## src/msrs_pkg.sv

```systemverilog
// constants, state types and carrier structs of the multi-source reset sequencer
// assumes one 10 MHz primary reference clock and a synchronous active-high block reset
//
// Behaviour
// RULE_01: board holds power-on clear low until every supply is valid.
// RULE_02: after supplies settle, power-on clear stays low 256 secondary reference cycles.
// RULE_03: without secondary reference clock, power-on clear low 256 primary cycles instead.
// RULE_04: power-on clear floats all pins and resets everything, test logic included.
// RULE_05: after power-on reset, non-boot peripherals come up disabled until software enables.
// RULE_06: during power-on clear, core pll held in reset and unlocked, controller bypassed.
// RULE_07: during power-on clear, memory/ethernet pll held in reset, its clocks invalid.
// RULE_08: in-init status output stays low while the device is in reset.
// RULE_09: power-on clear rising latches config, sets default dividers, releases secondary pll.
// RULE_10: after init, status goes high and system clocks pause ten reference cycles.
// RULE_11: most logic leaves reset only with both inputs high; secondary pll excepted.
// RULE_12: board holds warm input low at least 24 primary reference cycles.
// RULE_13: warm reset equals power-on reset minus test logic and secondary pll.
// RULE_14: warm reset keeps pci pins if pci was enabled beforehand; others reset.
// RULE_15: warm reset bypasses and resets core pll; secondary pll stays locked.
// RULE_16: board keeps power-on clear high during warm reset; inputs never tied together.
// RULE_17: emulator system reset request, maskable, resets all but test logic.
// RULE_18: system reset keeps memory controller registers and peripheral enables.
// RULE_19: system reset leaves plls alone; status low, then high, then ten-cycle pause.
// RULE_20: system reset never relatches config; boot uses previously latched value.
// RULE_21: host or pci cpu reset resets only cpu; pci request resets pci pins.
// RULE_22: simultaneous requests: power-on, maximum, warm, system, cpu, highest first.
// RULE_23: last cause kept one-hot: bit0 power-on, bit1 warm, bit3 system.
// RULE_24: both reset inputs synchronised first; maximum reset is an internal request.
package msrs_pkg;

  // pause of the system clocks, in reference clock cycles
  localparam int          PAUSE_REF_CYC   = 10;
  // longest allowed init time, in primary reference cycles
  localparam int          INIT_MAX_CYC    = 150000;
  localparam int          CNT_W           = 18;

  // last-reset cause flags
  localparam int          CAUSE_W         = 4;
  localparam int          CAUSE_POR_BIT   = 0;
  localparam int          CAUSE_WARM_BIT  = 1;
  localparam int          CAUSE_SYS_BIT   = 3;
  localparam logic [3:0]  CAUSE_RST       = 4'h0;

  // configuration pin widths
  localparam int          CFG_W           = 23;
  localparam int          BOOT_W          = 4;

  typedef enum logic [2:0] {
    ST_RUN,
    ST_POR_HOLD,
    ST_WARM_HOLD,
    ST_SYS_HOLD,
    ST_INIT,
    ST_PAUSE
  } msrs_state_t;

  typedef enum logic [1:0] {
    K_POR,
    K_WARM,
    K_SYS
  } msrs_kind_t;

  // reset requests other than the two pins
  typedef struct packed {
    logic max_req;
    logic sys_req;
    logic sys_mask;
    logic cpu_host_req;
    logic cpu_pci_req;
  } msrs_req_t;

  // reset outputs, active high
  typedef struct packed {
    logic test_emu;
    logic mmac_pll;
    logic core_pll;
    logic core_seq;
    logic mmac_seq;
    logic chip_logic;
    logic memctl_regs;
    logic memctl_fsm;
    logic periph_en;
    logic cpu;
  } msrs_rst_t;

  localparam msrs_rst_t   RST_ALL         = 10'h3ff;

  // pin group control
  typedef struct packed {
    logic pins_hiz;
    logic pci_hold;
    logic pci_rst;
    logic host_ready_o;
    logic host_ready_oe;
  } msrs_pin_t;

  localparam msrs_pin_t   PIN_RST         = 5'h12;

  typedef struct packed {
    logic [CFG_W-1:0]  misc;
    logic [BOOT_W-1:0] boot;
  } msrs_cfg_t;

  // whole state of the sequencer
  typedef struct packed {
    logic              por_meta;
    logic              por_s;
    logic              warm_meta;
    logic              warm_s;
    msrs_state_t       state;
    msrs_kind_t        kind;
    logic [CNT_W-1:0]  cnt;
    logic              pci_was_en;
    msrs_rst_t         rsts;
    msrs_pin_t         pins;
    logic              status_n;
    logic              pause;
    logic              default_div;
    msrs_cfg_t         cfg;
    logic [CAUSE_W-1:0] cause;
  } msrs_reg_t;

endpackage : msrs_pkg

```

## src/msrs_top.sv

```systemverilog
// multi-source reset sequencer: power-on, warm, system and cpu reset sequencing
// assumes sys_clk is the primary reference clock; request inputs are synchronous to it
`timescale 1ns/100ps

module msrs_top import msrs_pkg::*; #(
  parameter int INIT_CYC = INIT_MAX_CYC
) (
  // clock and block reset
  input  wire logic                 sys_clk,
  input  wire logic                 rst,
  // external reset pins, active low
  input  wire logic                 por_n,
  input  wire logic                 warm_n,
  // internal and emulator reset requests
  input  wire msrs_req_t            req,
  // pci enable state before a warm reset
  input  wire logic                 pci_enabled,
  // configuration straps
  input  wire logic [CFG_W-1:0]     config_pins,
  input  wire logic [BOOT_W-1:0]    boot_select_pins,
  // reset distribution
  output msrs_rst_t                 rst_out,
  // pin group control
  output msrs_pin_t                 pin_ctl,
  // status and clock control
  output logic                      in_init_status_n,
  output logic                      sysclk_pause,
  output logic                      default_div_load,
  // latched configuration and last cause
  output msrs_cfg_t                 latched_config_register,
  output logic [CAUSE_W-1:0]        reset_cause
);

  msrs_reg_t r;
  msrs_reg_t n;

  logic por_act;
  logic warm_act;
  logic sys_act;
  logic cpu_act;
  logic hold;
  logic por_hold;
  logic warm_hold;

  // request decode from synchronised pins; max reset joins the warm path
  assign por_act  = !r.por_s;
  assign warm_act = !r.warm_s || req.max_req;
  assign sys_act  = req.sys_req && !req.sys_mask;  // RULE_17
  assign cpu_act  = req.cpu_host_req || req.cpu_pci_req;

  // next state of the whole sequencer
  always_comb begin
    n = r;
    // two-flop synchronisers, first stage read only by the second
    n.por_meta    = por_n;        // RULE_24
    n.por_s       = r.por_meta;   // RULE_24
    n.warm_meta   = warm_n;       // RULE_24
    n.warm_s      = r.warm_meta;  // RULE_24
    n.default_div = 1'b0;
    if (por_act) begin  // RULE_22
      if (r.state != ST_POR_HOLD) begin
        n.state = ST_POR_HOLD;
        n.kind  = K_POR;
        n.cause = CAUSE_RST;
        n.cause[CAUSE_POR_BIT] = 1'b1;  // RULE_23
      end
    end else if (warm_act && r.state != ST_POR_HOLD && r.state != ST_WARM_HOLD) begin  // RULE_22
      n.state      = ST_WARM_HOLD;
      n.kind       = K_WARM;
      n.pci_was_en = pci_enabled;  // RULE_14
      // maximum reset has no flag of its own, so the cause is kept
      if (!r.warm_s) begin
        n.cause = CAUSE_RST;
        n.cause[CAUSE_WARM_BIT] = 1'b1;  // RULE_23
      end
    end else if (sys_act && r.state == ST_RUN) begin  // RULE_22
      n.state = ST_SYS_HOLD;
      n.kind  = K_SYS;
      n.cause = CAUSE_RST;
      n.cause[CAUSE_SYS_BIT] = 1'b1;  // RULE_23
    end else begin
      unique case (r.state)
        ST_POR_HOLD: begin
          // power-on clear released: latch straps, default dividers
          n.cfg         = '{misc: config_pins, boot: boot_select_pins};  // RULE_09
          n.default_div = 1'b1;  // RULE_09
          n.cnt         = '0;
          if (warm_act) begin
            n.state      = ST_WARM_HOLD;  // RULE_11
            n.pci_was_en = 1'b0;
          end else begin
            n.state = ST_INIT;
          end
        end
        ST_WARM_HOLD: begin
          if (!warm_act) begin
            n.cfg         = '{misc: config_pins, boot: boot_select_pins};
            n.default_div = 1'b1;
            n.cnt         = '0;
            n.state       = ST_INIT;  // RULE_11
          end
        end
        ST_SYS_HOLD: begin
          // straps stay as latched before
          if (!sys_act) begin
            n.cnt   = '0;
            n.state = ST_INIT;  // RULE_20
          end
        end
        ST_INIT: begin
          if (r.cnt == CNT_W'(INIT_CYC - 1)) begin
            n.cnt   = '0;
            n.state = ST_PAUSE;  // RULE_10
          end else begin
            n.cnt = r.cnt + 1'b1;
          end
        end
        ST_PAUSE: begin
          if (r.cnt == CNT_W'(PAUSE_REF_CYC - 1)) begin
            n.cnt   = '0;
            n.state = ST_RUN;  // RULE_10
          end else begin
            n.cnt = r.cnt + 1'b1;
          end
        end
        ST_RUN: begin
          n.cnt = '0;
        end
      endcase
    end

    // registered outputs follow the next state
    hold      = (n.state == ST_POR_HOLD) || (n.state == ST_WARM_HOLD) ||
                (n.state == ST_SYS_HOLD);
    por_hold  = (n.state == ST_POR_HOLD);
    warm_hold = (n.state == ST_WARM_HOLD);
    n.rsts.test_emu    = por_hold;                 // RULE_04
    n.rsts.mmac_pll    = por_hold;                 // RULE_07
    n.rsts.core_pll    = por_hold || warm_hold;    // RULE_06
    n.rsts.core_seq    = por_hold || warm_hold;    // RULE_15
    n.rsts.mmac_seq    = por_hold || warm_hold;    // RULE_15
    n.rsts.chip_logic  = hold;                     // RULE_13
    n.rsts.memctl_regs = por_hold || warm_hold;    // RULE_18
    n.rsts.memctl_fsm  = hold;                     // RULE_18
    n.rsts.periph_en   = por_hold || warm_hold;    // RULE_05
    // cpu held until the boot starts; cpu-only request acts in run
    n.rsts.cpu         = (n.state != ST_RUN) || cpu_act;  // RULE_21
    n.pins.pins_hiz      = por_hold;                           // RULE_04
    n.pins.pci_hold      = warm_hold && n.pci_was_en;          // RULE_14
    n.pins.pci_rst       = (warm_hold && !n.pci_was_en) ||
                           (n.state == ST_RUN && req.cpu_pci_req);  // RULE_21
    n.pins.host_ready_o  = 1'b1;
    n.pins.host_ready_oe = n.state == ST_RUN && req.cpu_pci_req;  // RULE_21
    n.status_n = !(hold || n.state == ST_INIT);    // RULE_08
    n.pause    = (n.state == ST_PAUSE);            // RULE_19
  end

  // state register; reset behaves like a power-on hold
  always_ff @(posedge sys_clk) begin
    if (rst) begin
      r <= '{por_meta: 1'b0, por_s: 1'b0, warm_meta: 1'b0, warm_s: 1'b0,
             state: ST_POR_HOLD, kind: K_POR, cnt: '0, pci_was_en: 1'b0,
             rsts: RST_ALL, pins: PIN_RST, status_n: 1'b0, pause: 1'b0,
             default_div: 1'b0, cfg: '0, cause: CAUSE_RST};
    end else begin
      r <= n;
    end
  end

  // outputs straight from flops
  assign rst_out                 = r.rsts;
  assign pin_ctl                 = r.pins;
  assign in_init_status_n        = r.status_n;
  assign sysclk_pause            = r.pause;
  assign default_div_load        = r.default_div;
  assign latched_config_register = r.cfg;
  assign reset_cause             = r.cause;

  // helper: cycles the pause has stood so far; a counter instead of a long repetition
  logic [3:0] pause_run_r;

  always_ff @(posedge sys_clk) begin
    if (rst) begin
      pause_run_r <= 4'h0;
    end else if (sysclk_pause) begin
      pause_run_r <= pause_run_r + 4'h1;
    end else begin
      pause_run_r <= 4'h0;
    end
  end
endmodule : msrs_top
```

## config.mk

```make
export PLATFORM = sky130hd
export DESIGN_NAME = msrs_top
export DESIGN_NICKNAME = d
export VERILOG_FILES = /design/src/msrs_pkg.sv /design/src/msrs_top.sv
export SDC_FILE = /design/constraint.sdc
export NUM_CORES = 1
export LEC_CHECK = 0
export BUFFER_PORTS_ARGS = -buffer_cell sky130_fd_sc_hd__buf_2
export CORE_AREA = 2 2 82 84
export DETAILED_ROUTE_END_ITERATION = 7
export DIE_AREA = 0 0 84 86
export PLACE_DENSITY = 0.78
export REMOVE_ABC_BUFFERS = 1
export SLEW_MARGIN = 0
export SYNTH_ARGS = -nofsm -noshare
export SYNTH_HDL_FRONTEND = slang
export SYNTH_SLANG_ARGS = --single-unit
```

## constraint.sdc

```tcl
create_clock -name sys_clk -period 2.41 [get_ports sys_clk]
set_clock_uncertainty 0.05 [all_clocks]
set_input_delay 0.482 -clock sys_clk [delete_from_list [all_inputs] [get_ports sys_clk]]
set_output_delay 0.482 -clock sys_clk [all_outputs]
set_load 0.005 [all_outputs]
```

After elaboration in Yosys (flattened, before gate mapping)
Cells that the tools add are included.

Flip-flop bits (word level): 68. Latch bits: 0. Bits in writable memories: 0. Memory bits (read-only): 0. Input port bits: 37. Output and inout port bits: 49. Word-level logic and storage cells: 99. Memories kept: 0.

Add/sub/neg operators: 1. Multiply operators: 0. Div/mod/pow operators: 0. $lt $le $gt $ge: 0. Eq/ne operators: 18. Shift-type cells: 0. Muxes and demuxes: 28. Bitwise gates (word level): 3. Reduce and logical (&&, ||, !) cells: 28.

Operator list (number): case mux 18 bit (5 select lines) (1); 2-to-1 mux 18 bit (4); case mux 28 bit (2 select lines) (1); 2-to-1 mux 28 bit (1); 2-to-1 mux 4 bit (5); 2-to-1 mux 19 bit (1); adder 18 x 1 -> 18 bit (second input constant) (1); equality test 18 bit (second input constant) (1); equality test 18 x 4 -> 1 bit (second input constant) (1); 2-to-1 mux 3 bit (6); 2-to-1 mux 5 bit (3); case mux 3 bit (5 select lines) (1); equality test 3 x 2 -> 1 bit (second input constant) (4); equality test 3 bit (second input constant) (4); AND reduction 5 bit (2); logical AND 1 bit (7); logical OR 1 bit (7); equality test 3 x 1 -> 1 bit (second input constant) (2); zero test 3 bit (2); != test 3 x 1 -> 1 bit (second input constant) (2); zero test 1 bit (4); 2-to-1 mux 1 bit (4); != test 2 bit (second input constant) (2); nonzero test 2 bit (2); 8 further kinds (10).

Depth between registers and ports, before layout
Depth after elaboration: 12. Depth in mapped cells: 8. Depth with buffers taken out: 6.

Worst setup path after synthesis
OpenSTA, ideal clock, no wires.

Path kind: input port to flip-flop. Start point: input req[2] in the netlist's numbering. End point: register r[52] in the netlist's numbering. Setup time: 64 ps. Arrival time: 1905 ps. Required time: 2296 ps. Slack: 391 ps. Stages: 7. Buffers on the path: 2. Path through: or3b_1 > a211o_1 > and2_4 > a31o_1 > buf_6 > buf_6 > nor2_1.

Word-level cells in the longest chain between the ends: 5. Elaborated cells between the ends (all ways): 6. Those cells by class: eq/ne: 1; bitwise: 1; reduce/logical: 4.

RTL lines: start, declared (line msrs_top.sv:15) `input wire msrs_req_t req,`; zero test 1 bit (*) (line msrs_top.sv:48) `assign sys_act = req.sys_req && !req.sys_mask;`; logical AND 1 bit (*) (line msrs_top.sv:48); branches (longest 2 deep; another with != test 2 bit); AND reduction 5 bit (no line) (*); end signal, assigned (line msrs_top.sv:161) `r <= '{por_meta: 1'b0, por_s: 1'b0, warm_meta: 1'b0, warm_s: 1'b0,`; end signal, assigned (line msrs_top.sv:166) `r <= n;`; end, declared (line msrs_top.sv:34) `msrs_reg_t r;`.

Every way passes the cells marked *. A chain may end at the register's enable or synchronous reset.

Worst setup path in the final report
Start point: register r[71] in the netlist's numbering. End point: register r[61] in the netlist's numbering.

Word-level cells in the longest chain between the ends: 5. Elaborated cells between the ends (all ways): 18. Those cells by class: eq/ne: 9; mux: 1; bitwise: 2; reduce/logical: 6.

RTL lines: != test 3 x 1 -> 1 bit (line msrs_top.sv:67) `end else if (warm_act && r.state != ST_POR_HOLD && r.state != ST_WARM_HOLD) begin`; logical AND 1 bit (2 in a row) (line msrs_top.sv:67); NOT 1 bit (no line); AND reduction 5 bit (no line).

Several ways; a longest one is shown, not always the timed one.

==> run metrics <==
crit path buf inv count 1; CTS tree done; status finished, final reports clean; R2R Setup Slk roughly 0.25 ns; WP depth 6; Synth Flop Type dfxtp_1; diodes inserted 0; Slew @ Worst Pin about 0.5 ns; Logic pwr share 0.078; number of filler cells placed in the layout 581; Max Root-Sink Buffers 2; num ports 86; vias 2798; Worst-Skew Late Latency about 0.34 ns; die area ~7200 um^2; Worst Reg2Reg Path Length in Cells 6; setup TNS 0 ns; Post-Syn Instances 392; sequential share of the synthesized area 0.4085; CORE AREA about 6300 um^2; Final min period 2.158 ns; Sequential Power Share 0.529; Finished Cell Area between 3000 and 4000 um^2; Final Hold Viols 0; largest net degree at the start of global routing 33; clk sinks between 60 and 70; clock group share of total power 0.394; PD cells approximately 600 nW/um^2; Starting Density 0.5152; number of DRC markers in iteration 0 a little over 200; RSZ-0062 raised after global routing false; CP Data Required Time roughly 2.6 ns; Yosys warnings 0; Reg clk slew, reported paths ~0.070 ns; worst setup path start r[71]; first-pass GRT wire length about 11000 um; max-slew violations 0; Max transition margin 0.6623; r2r endpoint r[61]; H-tree depth 3; Crit Path Class reg2reg; total CTS buffers 9; total power between 2 and 2.5 mW; EDFF count, synth 0; CP Cell Sequence and4bb_2 -> a211o_1 -> buf_4 -> nand4_1 -> or4_1 -> a21oi_1; final worst slack 0.2522 ns; GRT Total Usage 0.1937; R2R Path Start r[71]; synth top area cells dfxtp_1 (41%), buf_4 (11%), a21oi_1 (5.9%); routability cong. approximately 0.84; Max-Cap Viols 0; final net count around 470; Post-Place Cell Area 3387 um^2; endpoints failing setup 0; Sw Share 0.2362; kind of start point of the critical path register; Yosys top cell area share 0.4085; crit path max-delay cell type dfxtp_1; post-synthesis cell area 3234 um^2; Worst path max stage delay about 0.56 ns; Gates resized, CTS repair 0; Critical Path End Type register; Hold Slack roughly 0.30 ns; vias per cell ~5.5; Distinct cells, synth 52; Async SR Flop Fraction 0; final wirelength about 7000 um; vias in the first global route between 2000 and 3000; Final HPWL DP a little under 5000 um; Die W 84 um; Pint around 1.6 mW; CP top delay family simple AND/OR/NAND/NOR gates; post-CTS setup repair buffer count 0; cell taking the most area after synthesis dfxtp_1; Root Driver clkbuf_8; worst hold path type in2reg; Mapped Avg Cell Area about 8.3 um^2; Pleak about 1.5 nW; Layout area overhead 10.21%; # rows 29; Arr. time, crit path ~2.4 ns; Seq cells post-synth 66; pre-CTS setup slack 0.1842 ns; final period utilization 0.8954; grt ovf 0; Port Buf Inserts 83; VDD IR max 0.0004425 V; DIE HEIGHT 86 um; first-pass iteration count of the detailed router 4; DRC viols 0; WL per Instance 13.82 um; fmax between 0.4 and 0.5 GHz; post-route ant nets 0; switching power 0.5060 mW; initial antenna violation count 0; CP max FO 13; CTS Hold Bufs 0; layout cells sized above 1 0.2662; Worst Setup EP r[61]
[through the flow]
step,instances,utilization
after floorplan,324,-
after global placement,495,0.5396
after detailed placement,495,0.5396
after CTS,509,0.5679
after global routing,509,0.5679
final,509,0.5679
[power by group through the flow]
stage | sequential [mW] | clock [mW] | combinational [mW]
after floorplan | 1.16 | 0 | 0.0709
after global placement | 1.16 | 0 | 0.163
after detailed placement | 1.16 | 0 | 0.166
after CTS | 1.13 | 0.863 | 0.167
after global routing | 1.13 | 0.911 | 0.185
final | 1.13 | 0.843 | 0.167
[final cells by class]
cell class                      count  area [um^2]  area share
Timing Repair Buffer               94        498.0      0.1397
Tap cell                           77        96.34     0.02703
Clock buffer                       12        165.2     0.04633
Clock inverter                      2        12.51    0.003510
Inverter                            5        18.77    0.005265
Sequential cell                    66         1321      0.3707
Multi-Input combinational cell    253         1453      0.4075
[registers in the layout, indices dropped and copies added (netlist names)]
signal	cells
default_div_load	1
r	24
n	2
reset_cause	3
pin_ctl	4
latched_config_register	27
in_init_status_n	1
sysclk_pause	1
rst_out	3
[cell usage in the layout (no fill, tap or decap), types with 2 or more instances in the layout]
cell	instances
nand2_1	38
and2_1	5
nor2_1	21
a31oi_1	2
or4_1	3
dfxtp_1	66
buf_2	83
a21oi_1	38
clkbuf_8	12
nor2b_1	10
o22ai_1	2
nand4b_1	3
inv_1	5
conb_1	2
o21a_1	4
o21bai_1	2
or2_2	2
o211ai_1	3
nand3_1	33
nand2b_1	5
o31ai_1	2
xnor2_1	2
ha_1	2
nand3b_1	2
or3_1	4
nor4_1	6
xor2_1	11
and3_1	5
o21ai_0	7
nor3_1	8
nand4_1	13
buf_4	11
[cell families after synthesis]
| kind of cell | after synthesis | synth area share |
|---|---|---|
| and+or+nand+nor | 165 | 0.2685 |
| muxes | 2 | 0.006576 |
| AOI/OAI and AO/OA | 69 | 0.1277 |
| xor gates and xnor gates | 13 | 0.03520 |
| buffers and inverters | 73 | 0.1435 |
| DFF | 66 | 0.4085 |
| other | 2 | 0.002322 |
| adders and majority gates | 2 | 0.007736 |
[cells in the mapped netlist, types with 4 or more instances]
cell type	n
nor3_1	8
inv_1	5
a21oi_1	38
xor2_1	11
clkbuf_1	15
o21a_1	4
and3_1	5
buf_4	46
nor2_1	21
and2_1	5
nand2_1	38
or3_1	4
nor2b_1	10
nor4_1	6
nand2b_1	5
dfxtp_1	66
nand4_1	13
nand3_1	33
o21ai_0	7
[metal layers]
layer | wire length [um] | vias up | track usage
li1 | - | 1384 | -
met1 | 3080 | 1309 | 0.2352
met2 | 3438 | 90 | 0.3215
met3 | 370 | 15 | 0.05967
met4 | 143 | 0 | 0.07918
met5 | 0 | - | 0
[worst min-delay path by stage]
stage,cells past startpoint,endpoint,start,slack [ns]
after floorplan,1,r[73],n[73],0.36
after global placement,1,r[73],n[73],0.39
after detailed placement,1,r[73],n[73],0.39
after CTS,2,n[73],warm_n,0.29
after global routing,3,rst_out[0],req[1],0.31
final,2,n[73],warm_n,0.30
Power figures use the tool's default switching activity.
